File: src/ssd_pkg.sv
// Package of constants and types for the sixteen-point single-shot driver.
package ssd_pkg;

   // Number of output points.
   localparam int NUM_POINTS = 16;

   // Clock period in picoseconds (250 MHz).
   localparam longint CLK_PERIOD_PS = 64'd4000;

   // Documented times in microseconds; the two recovery times in nanoseconds.
   localparam longint SHORT_MIN_US   = 64'd500;
   localparam longint SHORT_MAX_US   = 64'd80000;
   localparam longint LONG_MIN_US    = 64'd80000;
   localparam longint LONG_MAX_US    = 64'd2000000;
   localparam longint DEFAULT_US     = 64'd60000;
   localparam longint REC_SHORT_NS   = 64'd50000;
   localparam longint REC_LONG_NS    = 64'd2000000;

   // Counter width; covers two seconds at 250 MHz.
   localparam int CNT_W = 29;

   // Cycle counts derived from the times; least times round up.
   localparam longint SHORT_MIN_CYC = (SHORT_MIN_US * 64'd1000000 + CLK_PERIOD_PS - 64'd1)
                                      / CLK_PERIOD_PS;
   localparam longint SHORT_MAX_CYC = (SHORT_MAX_US * 64'd1000000) / CLK_PERIOD_PS;
   localparam longint LONG_MIN_CYC  = (LONG_MIN_US * 64'd1000000 + CLK_PERIOD_PS - 64'd1)
                                      / CLK_PERIOD_PS;
   localparam longint LONG_MAX_CYC  = (LONG_MAX_US * 64'd1000000) / CLK_PERIOD_PS;
   localparam longint DEFAULT_CYC   = (DEFAULT_US * 64'd1000000) / CLK_PERIOD_PS;
   localparam longint REC_SHORT_CYC = (REC_SHORT_NS * 64'd1000 + CLK_PERIOD_PS - 64'd1)
                                      / CLK_PERIOD_PS;
   localparam longint REC_LONG_CYC  = (REC_LONG_NS * 64'd1000 + CLK_PERIOD_PS - 64'd1)
                                      / CLK_PERIOD_PS;

   // Point phases, Gray coded along idle, pulse, recovery.
   typedef enum logic [1:0] {
      SSD_IDLE    = 2'b00,
      SSD_PULSE   = 2'b01,
      SSD_RECOVER = 2'b11
   } ssd_phase_t;

endpackage : ssd_pkg

File: src/ssd_point.sv
// One single-shot timer for one output point.
`timescale 1ns/1ps
module ssd_point
   import ssd_pkg::*;
(
   input  wire logic                 clk,
   input  wire logic                 rst,
   input  wire logic                 trigger,
   input  wire logic                 long_range,
   input  wire logic [CNT_W-1:0]     width_cyc,
   input  wire logic [CNT_W-1:0]     rec_short_cyc,
   input  wire logic [CNT_W-1:0]     rec_long_cyc,
   output logic                      active,
   output logic                      busy
);
   typedef struct packed {
      ssd_phase_t        phase;
      logic [CNT_W-1:0]  cnt;
      logic              act;
   } ssd_pt_t;

   ssd_pt_t st_reg;
   ssd_pt_t st_next;

   // Phase sequencing; a trigger while busy is ignored.
   always_comb begin
      st_next = st_reg;
      unique case (st_reg.phase)
         SSD_IDLE: begin
            if (trigger) begin
               st_next.phase = SSD_PULSE;
               st_next.cnt   = width_cyc - CNT_W'(1);
               st_next.act   = 1'b1;
            end
         end
         SSD_PULSE: begin
            if (st_reg.cnt == '0) begin
               st_next.phase = SSD_RECOVER;
               st_next.act   = 1'b0;
               st_next.cnt   = (long_range ? rec_long_cyc : rec_short_cyc) - CNT_W'(1);
            end else begin
               st_next.cnt = st_reg.cnt - CNT_W'(1);
            end
         end
         SSD_RECOVER: begin
            if (st_reg.cnt == '0) begin
               st_next.phase = SSD_IDLE;
            end else begin
               st_next.cnt = st_reg.cnt - CNT_W'(1);
            end
         end
         default: begin
            st_next.phase = SSD_IDLE;
            st_next.act   = 1'b0;
         end
      endcase
   end

   // State register.
   always_ff @(posedge clk) begin
      if (rst) begin
         st_reg <= '{phase: SSD_IDLE, cnt: '0, act: 1'b0};
      end else begin
         st_reg <= st_next;
      end
   end

   assign active = st_reg.act;
   assign busy   = (st_reg.phase != SSD_IDLE);
endmodule : ssd_point

File: src/ssd_driver.sv
// Top of the sixteen-point single-shot driver output block.
`timescale 1ns/1ps

// Contract
// - Sixteen points each have their own single-shot timer and independent width.
// - A written word triggers every point whose bit is one; a point that is still busy ignores the word.
// - In the short range the width may be set from 0.5 ms to 80 ms.
// - When the range option is set the width may be set from 80 ms to 2 s.
// - Every point's width defaults to 60 ms; a point in the long range clamps that default up to 80 ms.
// - After each pulse a recovery of 0.05 ms (short) or 2 ms (long) is held.
// - Range and width are held separately per point.
// - A point sinks current only while its pulse is active.
module ssd_driver
   import ssd_pkg::*;
#(
   parameter int     NPTS          = ssd_pkg::NUM_POINTS,
   parameter longint CYC_SHORT_MIN = ssd_pkg::SHORT_MIN_CYC,
   parameter longint CYC_SHORT_MAX = ssd_pkg::SHORT_MAX_CYC,
   parameter longint CYC_LONG_MIN  = ssd_pkg::LONG_MIN_CYC,
   parameter longint CYC_LONG_MAX  = ssd_pkg::LONG_MAX_CYC,
   parameter longint CYC_DEFAULT   = ssd_pkg::DEFAULT_CYC,
   parameter longint CYC_REC_SHORT = ssd_pkg::REC_SHORT_CYC,
   parameter longint CYC_REC_LONG  = ssd_pkg::REC_LONG_CYC
)
(
   input  wire logic                          CLK,
   input  wire logic                          RST,
   input  wire logic                          WRITE_STB,
   input  wire logic [NPTS-1:0]               WRITE_DATA,
   input  wire logic [NPTS-1:0]               RANGE_LONG,
   input  wire logic                          SET_STB,
   input  wire logic [$clog2(NPTS)-1:0]       SET_POINT,
   input  wire logic [ssd_pkg::CNT_W-1:0]     SET_WIDTH,
   output logic      [NPTS-1:0]               SINK_OE,
   output logic      [NPTS-1:0]               SINK_O,
   output logic      [NPTS-1:0]               BUSY
);
   import ssd_pkg::*;

   // Counts cut to the counter width; a count of 2^29 cycles or more would wrap.
   localparam logic [CNT_W-1:0] W_DEF  = CNT_W'(CYC_DEFAULT);
   localparam logic [CNT_W-1:0] S_MIN  = CNT_W'(CYC_SHORT_MIN);
   localparam logic [CNT_W-1:0] S_MAX  = CNT_W'(CYC_SHORT_MAX);
   localparam logic [CNT_W-1:0] L_MIN  = CNT_W'(CYC_LONG_MIN);
   localparam logic [CNT_W-1:0] L_MAX  = CNT_W'(CYC_LONG_MAX);
   localparam logic [CNT_W-1:0] R_S    = CNT_W'(CYC_REC_SHORT);
   localparam logic [CNT_W-1:0] R_L    = CNT_W'(CYC_REC_LONG);

   // Lowest width that the given range allows.
   function automatic logic [CNT_W-1:0] range_lo(input logic lng);
      if (lng) begin
         range_lo = L_MIN;
      end else begin
         range_lo = S_MIN;
      end
   endfunction : range_lo

   // Highest width that the given range allows.
   function automatic logic [CNT_W-1:0] range_hi(input logic lng);
      if (lng) begin
         range_hi = L_MAX;
      end else begin
         range_hi = S_MAX;
      end
   endfunction : range_hi

   // Clamp a requested width into the range the point is set to.
   function automatic logic [CNT_W-1:0] clamp_width(input logic [CNT_W-1:0] w,
                                                    input logic             lng);
      if (w < range_lo(lng)) begin
         clamp_width = range_lo(lng);
      end else if (w > range_hi(lng)) begin
         clamp_width = range_hi(lng);
      end else begin
         clamp_width = w;
      end
   endfunction : clamp_width

   // State of the block outside the point timers: widths, range synchroniser, trigger pulse and outputs.
   typedef struct packed {
      logic [NPTS-1:0][CNT_W-1:0] width;
      logic [NPTS-1:0]            range_meta;
      logic [NPTS-1:0]            range_sync;
      logic [NPTS-1:0]            trig;
      logic [NPTS-1:0]            out;
      logic [NPTS-1:0]            busy;
   } ssd_top_t;

   ssd_top_t         st_reg;
   ssd_top_t         st_next;
   logic [NPTS-1:0]  act_w;
   logic [NPTS-1:0]  busy_w;
   logic [CNT_W-1:0] width_eff [NPTS];

   // Width store, range synchroniser, trigger pulse and output registers.
   always_comb begin
      st_next            = st_reg;
      st_next.range_meta = RANGE_LONG;
      st_next.range_sync = st_reg.range_meta;
      st_next.trig       = WRITE_STB ? WRITE_DATA : '0;
      if (SET_STB) begin
         st_next.width[SET_POINT] = SET_WIDTH;
      end
      st_next.out        = act_w;
      st_next.busy       = busy_w;
   end

   // State register; every width starts at the default, jumpers read short until synchronised.
   always_ff @(posedge CLK) begin
      if (RST) begin
         st_reg.width      <= {NPTS{W_DEF}};
         st_reg.range_meta <= '0;
         st_reg.range_sync <= '0;
         st_reg.trig       <= '0;
         st_reg.out        <= '0;
         st_reg.busy       <= '0;
      end else begin
         st_reg <= st_next;
      end
   end

   // One timer per point, each with its own width and range.
   for (genvar i = 0; i < NPTS; i++) begin : g_pt
      // Width as the point uses it, kept inside the point's range.
      assign width_eff[i] = clamp_width(st_reg.width[i], st_reg.range_sync[i]);
      ssd_point u_pt (
         .clk           (CLK),
         .rst           (RST),
         .trigger       (st_reg.trig[i]),
         .long_range    (st_reg.range_sync[i]),
         .width_cyc     (width_eff[i]),
         .rec_short_cyc (R_S),
         .rec_long_cyc  (R_L),
         .active        (act_w[i]),
         .busy          (busy_w[i])
      );
   end

   // Open collector: enable high sinks the pin low while pulsing.
   assign SINK_OE = st_reg.out;
   assign SINK_O  = '0;
   assign BUSY    = st_reg.busy;
endmodule : ssd_driver

File: config.mk
export PLATFORM = sky130hd
export DESIGN_NAME = ssd_driver
export DESIGN_NICKNAME = d
export VERILOG_FILES = /design/src/ssd_pkg.sv /design/src/ssd_point.sv /design/src/ssd_driver.sv
export SDC_FILE = /design/constraint.sdc
export NUM_CORES = 2
export LEC_CHECK = 0
export CORE_ASPECT_RATIO = 0.8
export CORE_MARGIN = 4
export CORE_UTILIZATION = 45
export CTS_BUF_LIST = sky130_fd_sc_hd__clkbuf_4 sky130_fd_sc_hd__clkbuf_8
export CTS_CLUSTER_DIAMETER = 80
export DETAILED_ROUTE_END_ITERATION = 7
export DONT_BUFFER_PORTS = 1
export SYNTH_ARGS = -nofsm -noshare
export SYNTH_HDL_FRONTEND = slang
export SYNTH_SLANG_ARGS = --single-unit
File: constraint.sdc
create_clock -name CLK -period 6.85 [get_ports CLK]
set_input_delay 1.0275 -clock CLK [delete_from_list [all_inputs] [get_ports CLK]]
set_output_delay 1.0275 -clock CLK [all_outputs]
set_load 0.02 [all_outputs]
# Word level (Yosys, flattened, before mapping)
# Cells that the tools add are included.
totals:
  regBits: 1056
  input_bits: 69
  output_inout_bits: 48
  word_cells: 621
op_classes:
  add_sub_neg: 48
  magnitude_cmp: 34
  n_eq_ne: 96
  muxes: 243
  bitwise: 17
  reduce_logical: 114
op_table:
  columns: ["operator", "count"]
  rows:
  - ["$mux 29", 97]
  - ["$pmux 29 s3", 16]
  - ["$sub 29x1->29 const B", 48]
  - ["$mux 32", 16]
  - ["$bwmux 464", 1]
  - ["$gt 29x29->1", 16]
  - ["$logic_not 29->1", 16]
  - ["$lt 29x29->1", 16]
  - ["$mux 25", 16]
  - ["$mux 19", 16]
  - ["$reduce_and 3->1", 48]
  - ["$demux 29 s4", 1]
  - ["$pmux 2 s3", 16]
  - ["$mux 2", 32]
  - ["$ne 2x1->1 const B", 32]
  - ["$ne 2x2->1 const B", 32]
  - ["$pmux 1 s3", 16]
  - ["$reduce_bool 3->1", 16]
  - ["$eq 2x1->1 const B", 16]
  - ["$eq 2x2->1 const B", 16]
  - ["$logic_not 2->1", 16]
  - ["$reduce_bool 2->1", 16]
  - ["$not 1->1", 17]
  - ["$mux 1", 16]
  - ["4 further kinds", 4]

# Logic depth before layout (Yosys ltp)
logic_depth:
  ltp_word: 9
  ltp_mapped: 21
  mapped_depth_nobuf: 19

# By module
# From an unflattened synthesis, not the netlist that was laid out.
hier_totals:
  hier_cells: 12811
  hier_area_um2: 94988.6
by_module_without_submodules:
  columns: ["mod", "instances", "cells_per_inst", "area_per_inst_um2", "seq_area_each_um2"]
  rows:
  - ["ssd_point at g_pt[0].u_pt ...", 10, 528, 3905.0, 640.6]
  - ["ssd_driver", 1, 4271, 32059.5, 10890.4]
  - ["ssd_point at g_pt[4].u_pt ...", 5, 542, 3967.6, 640.6]
  - ["ssd_point at g_pt[9].u_pt", 1, 550, 4041.4, 640.6]

# Least setup slack after synthesis
# Ideal clock, no wire load.
synth_timing:
  path_kind: "register to register"
  startpoint: "reg st_reg[56] (netlist bit)"
  endpoint: "reg g_pt[8].u_pt.st_reg[29] (netlist bit)"
  setup_time_ns: 0.135
  t_arrival_ns: 4.844
  required_ns: 6.715
  setup_slack_ns: 1.871
  path_stages_with_launch: 22
  n_path_buf: 2
  synth_period_minus_slack_ns: 4.979
  cell_sequence: "dfxtp_1 > clkbuf_1 > inv_1 > ha_1 > nand4b_1 > or3_1 > o31a_1 > o21ai_0 > o21ba_2 > nor2_1 > clkbuf_1 > nand2_1 > ha_1 > nor2b_1 > nor4bb_1 > nand4b_1 > nor3_1 > nand2_1 > nor3_1 > nand3_1 > nor4b_1 > a2111oi_0"
synth_via:
  elab_chain_cells: 8
  word_cells_on_any_way: 13
  classes_between: "add/sub: 2; order compare: 2; mux: 9"
synth_lines:
  columns: ["item", "line_no", "source"]
  rows:
  - ["start: declaration", "ssd_driver.sv:89", "ssd_top_t st_reg;"]
  - ["start signal: assignment", "ssd_driver.sv:118", "st_reg <= st_next;"]
  - ["$mux 29", "ssd_driver.sv:60", "if (lng) begin"]
  - ["$mux 29", "ssd_driver.sv:70", "if (w < range_lo(lng)) begin"]
  - ["$gt 29x29->1", "ssd_driver.sv:72", "end else if (w > range_hi(lng)) begin"]
  - ["$mux 29", "ssd_driver.sv:72", null]
  - ["$mux 29", "ssd_driver.sv:70", null]
  - ["$sub 29x1->29", "ssd_point.sv:32", "st_next.cnt = width_cyc - CNT_W'(1);"]
  - ["$mux 32", "ssd_point.sv:30", "if (trigger) begin"]
  - ["$pmux 29 s3 *", "ssd_point.sv:28", "unique case (st_reg.phase)"]
  - ["end signal: assignment", "ssd_point.sv:62", "st_reg <= '{phase: SSD_IDLE, cnt: '0, act: 1'b0};"]
  - ["end signal: assignment", "ssd_point.sv:64", "st_reg <= st_next;"]
  - ["end: declaration", "ssd_point.sv:22", "ssd_pt_t st_reg;"]
# Every way passes the cells marked *; elsewhere a longest branch is shown, timed or not. The select of a mux whose other input is x is not followed.
# A chain may end at the register's enable or synchronous reset.

# Final worst setup path
# Same ends and word-level chain as after synthesis.

==> impl_metrics.yaml <==
critical_path:
  critical_path_class: "register to register"
  crit_path_end_kind: "register"
  cp_slowest_cell: "dfxtp_1"
  worstPathMaxFanout: 19
  crit_chain: "inv_1 > ha_1 > nand4b_1 > or3_1 > o31a_1 > o21ai_0 > o21ba_2 > nor2_1 > buf_4 > nand2_1 > ha_1 > nor2b_1 > nor4bb_1 > buf_4 > nand4b_1 > nor3_1 > nand2_1 > nor3_1 > nand3_1 > nor4b_1 > a2111oi_0"
  reg2reg_slack_ns: 1.05
  crit_family: "simple AND/OR/NAND/NOR gates"
  critical_path.startpoint_type: "register"
  cp.required_ns: 7.54
  crit_buf_inv: 3
  critical_path.max_stage_delay_ns: 0.72
  worst_ep_arrival_time_ns: 6.49
finish:
  nNetsFinal: 9766
  fillerInstances: 15500
  layout_commonest_cell: "nand2_1"
  layout_common_cells: "1583 x nand2_1, 1056 x dfxtp_1, 938 x a21oi_1"
  drive_gt1_share_pct: 5.97
  syn2layout_area_growth_pct: 7.03
  final_util_pct: 48.5
timing:
  drv_slew: 359
  maxSlewHeadroom_pct: -61.0
  hold_viol_final: 0
  clock.fmax_mhz: 172
  worst_slew_pin_slew_ns: 2.41
  clock-skew-final_ns: 0.0540
  min_period_ns: 5.80
  fin_crit_sh_pct: 84.7
  setup_viol: 0
  rsz0062_at_grt: "false"
  fin_setup_tns_ns: 0
pwr:
  p_leak_nw: 27.4
  vdd_ir_drop_max_mv: 0.180
  power.density_mw_per_mm2: 230
floorplan:
  start_util_pct: 45.3
  fp.dieW_um: 450
  io_pins: 117
  die_h_um: 361
  fp.dieArea_mm2: 0.163
  core_mm2: 0.155
  rows: 129
clock_tree:
  cts_resized: 0
  clkTransAtPathRegs_ns: 0.07
  cts_made_buffers: 182
  cts_max_path_buffers: 3
  clk_latency_ns: 0.97
  cts_hold_buffers: 0
  cts_sinks: 1056
  root_buffer: "clkbuf_8"
  post_cts_buffers: 0
  cts_tree: "yes"
  h-tree-depth: 4
yosys:
  yosys_warnings: 0
  avgSynthCellArea_um2: 7.22
  synth_edf_count: 0
  async_flop_share_pct: 0
  ys.flop_type: "dfxtp_1"
  netlist_area_mm2: 0.0703
  yosysSeqAreaShare_pct: 30.1
  yosysUniqueCellTypes: 102
  ys_ff_latch: 1056
  postSynthCellCount: 9731
route:
  viasPerCell: 6.29
  detail-route-antenna-nets: 0
  drt_iter0_drc: 8377
  remaining_drc_errors: 0
  wl_per_cell_um: 21.3
  wl_um: 246000
  dr.pass1.iters: 7
  vias: 72700
global_routing:
  grt_pass1_wl_um: 385000
  antenna_found_initial: 13
  grt_overflow: 0
  grt_usage_pct: 28.8
  grt_pass1_vias: 65800
  grt_start_max_net_pins: 784
worst_hold_path:
  holdCritPathClass: "primary input to register"
status:
  violations: "slew limit"
  outcome: "complete, but fails checks"
placed_design:
  gp_congestion: 0.903
  hpwlAfterDp_um: 162000
  port_buffers: 0
flow_run:
  cap_viol_max_count: 0
==> synthesized netlist by cell type, drive strengths merged (39+ instances only) <==
cell / n / area (um^2)
clkbuf: 572 / 2150
or2: 47 / 294
and2: 59 / 369
nor2: 859 / 3230
nand3: 339 / 1700
inv: 161 / 604
nor4: 236 / 1480
a21oi: 940 / 4700
xnor2: 223 / 1950
nand2: 1583 / 5940
buf: 78 / 500
o21a: 39 / 293
nand2b: 66 / 413
dfxtp: 1056 / 21100
nand4: 104 / 651
nor3: 502 / 2530
or4: 113 / 856
or3: 147 / 921
ha: 337 / 4220
a22oi: 51 / 383
a31oi: 109 / 682
nor2b: 78 / 488
o22ai: 59 / 369
a211oi: 102 / 771
a221oi: 63 / 552
o31ai: 65 / 488
o21ai: 698 / 3510
o211ai: 67 / 503
a21o: 79 / 593
and3: 51 / 319
xor2: 165 / 1450
==> metrics by stage <==
stage	cell area, um^2	hold slack (ns)	setup WS (ns)	total power, mW	instances
floorplan	70300	0.414	1.87	9.75	9746
global placement	70900	0.422	1.36	10.5	11200
detailed placement	70900	0.424	1.23	10.6	11200
CTS	75200	0.0968	1.21	17.4	11500
global route	75200	0.0962	0.445	18.2	11600
finish	75200	0.187	1.05	17.3	11600
==> cell families (layout without fill, tap and decap cells) <==
group / count (synthesis) / count (layout) / synth area share (%)
other: 1 / 27 / 0.00534
muxes: 34 / 34 / 0.506
and+or+nand+nor: 4399 / 4399 / 30.0
adders and majority gates: 337 / 337 / 6.00
buffers and inverters: 818 / 584 / 4.67
AOI/OAI and AO/OA: 2698 / 2698 / 23.9
xor gates and xnor gates: 388 / 388 / 4.84
DFF: 1056 / 1056 / 30.1
==> worst register-to-register path, cell delays in order, from the launching register on <==
cell	delay [ns]
dfxtp_1	0.72
inv_1	0.50
ha_1	0.47
nand4b_1	0.19
or3_1	0.34
o31a_1	0.29
o21ai_0	0.11
o21ba_2	0.38
nor2_1	0.08
buf_4	0.19
nand2_1	0.09
ha_1	0.26
nor2b_1	0.19
nor4bb_1	0.23
buf_4	0.19
nand4b_1	0.16
nor3_1	0.32
nand2_1	0.14
nor3_1	0.21
nand3_1	0.13
nor4b_1	0.26
a2111oi_0	0.12
==> cell type report <==
| cell class | instances | area [um^2] | area share [%] |
|---|---|---|---|
| antenna | 11 | 27.5 | 0.0366 |
| inverter | 168 | 638 | 0.849 |
| timing repair buffer | 80 | 613 | 0.815 |
| clock inverter | 70 | 850 | 1.13 |
| sequential | 1056 | 21100 | 28.1 |
| multi-input combinational | 7872 | 46000 | 61.2 |
| tap | 2030 | 2540 | 3.38 |
| clock buffer | 266 | 3400 | 4.52 |
==> final timing paths <==
check,startpoint,endpoint,cells after the start
worst max-delay path,st_reg[56],g_pt[8].u_pt.st_reg[29],21
worst min-delay path,WRITE_DATA[12],st_reg[44],1
worst max register to register,st_reg[56],g_pt[8].u_pt.st_reg[29],21
worst min register to register,st_next[55],st_reg[55],1
==> per-layer routing <==
metal / wire [um] / global-route usage, % / vias to the layer above
li1: - / - / 34800
met4: 8780 / 10.2 / 12
met1: 117000 / 43.1 / 34500
met2: 101000 / 41.4 / 3007
met3: 19800 / 4.75 / 429
met5: 62 / 0 / -
==> power by group <==
| group | internal (mW) | leakage (nW) | total (mW) | switching, mW |
|---|---|---|---|---|
| registers | 6.50 | 8.61 | 7.00 | 0.494 |
| logic | 1.27 | 16.6 | 3.55 | 2.28 |
| clock network | 3.85 | 2.24 | 6.78 | 2.93 |
| total | 11.6 | 27.4 | 17.3 | 5.70 |
(Power assumes the default switching activity.)
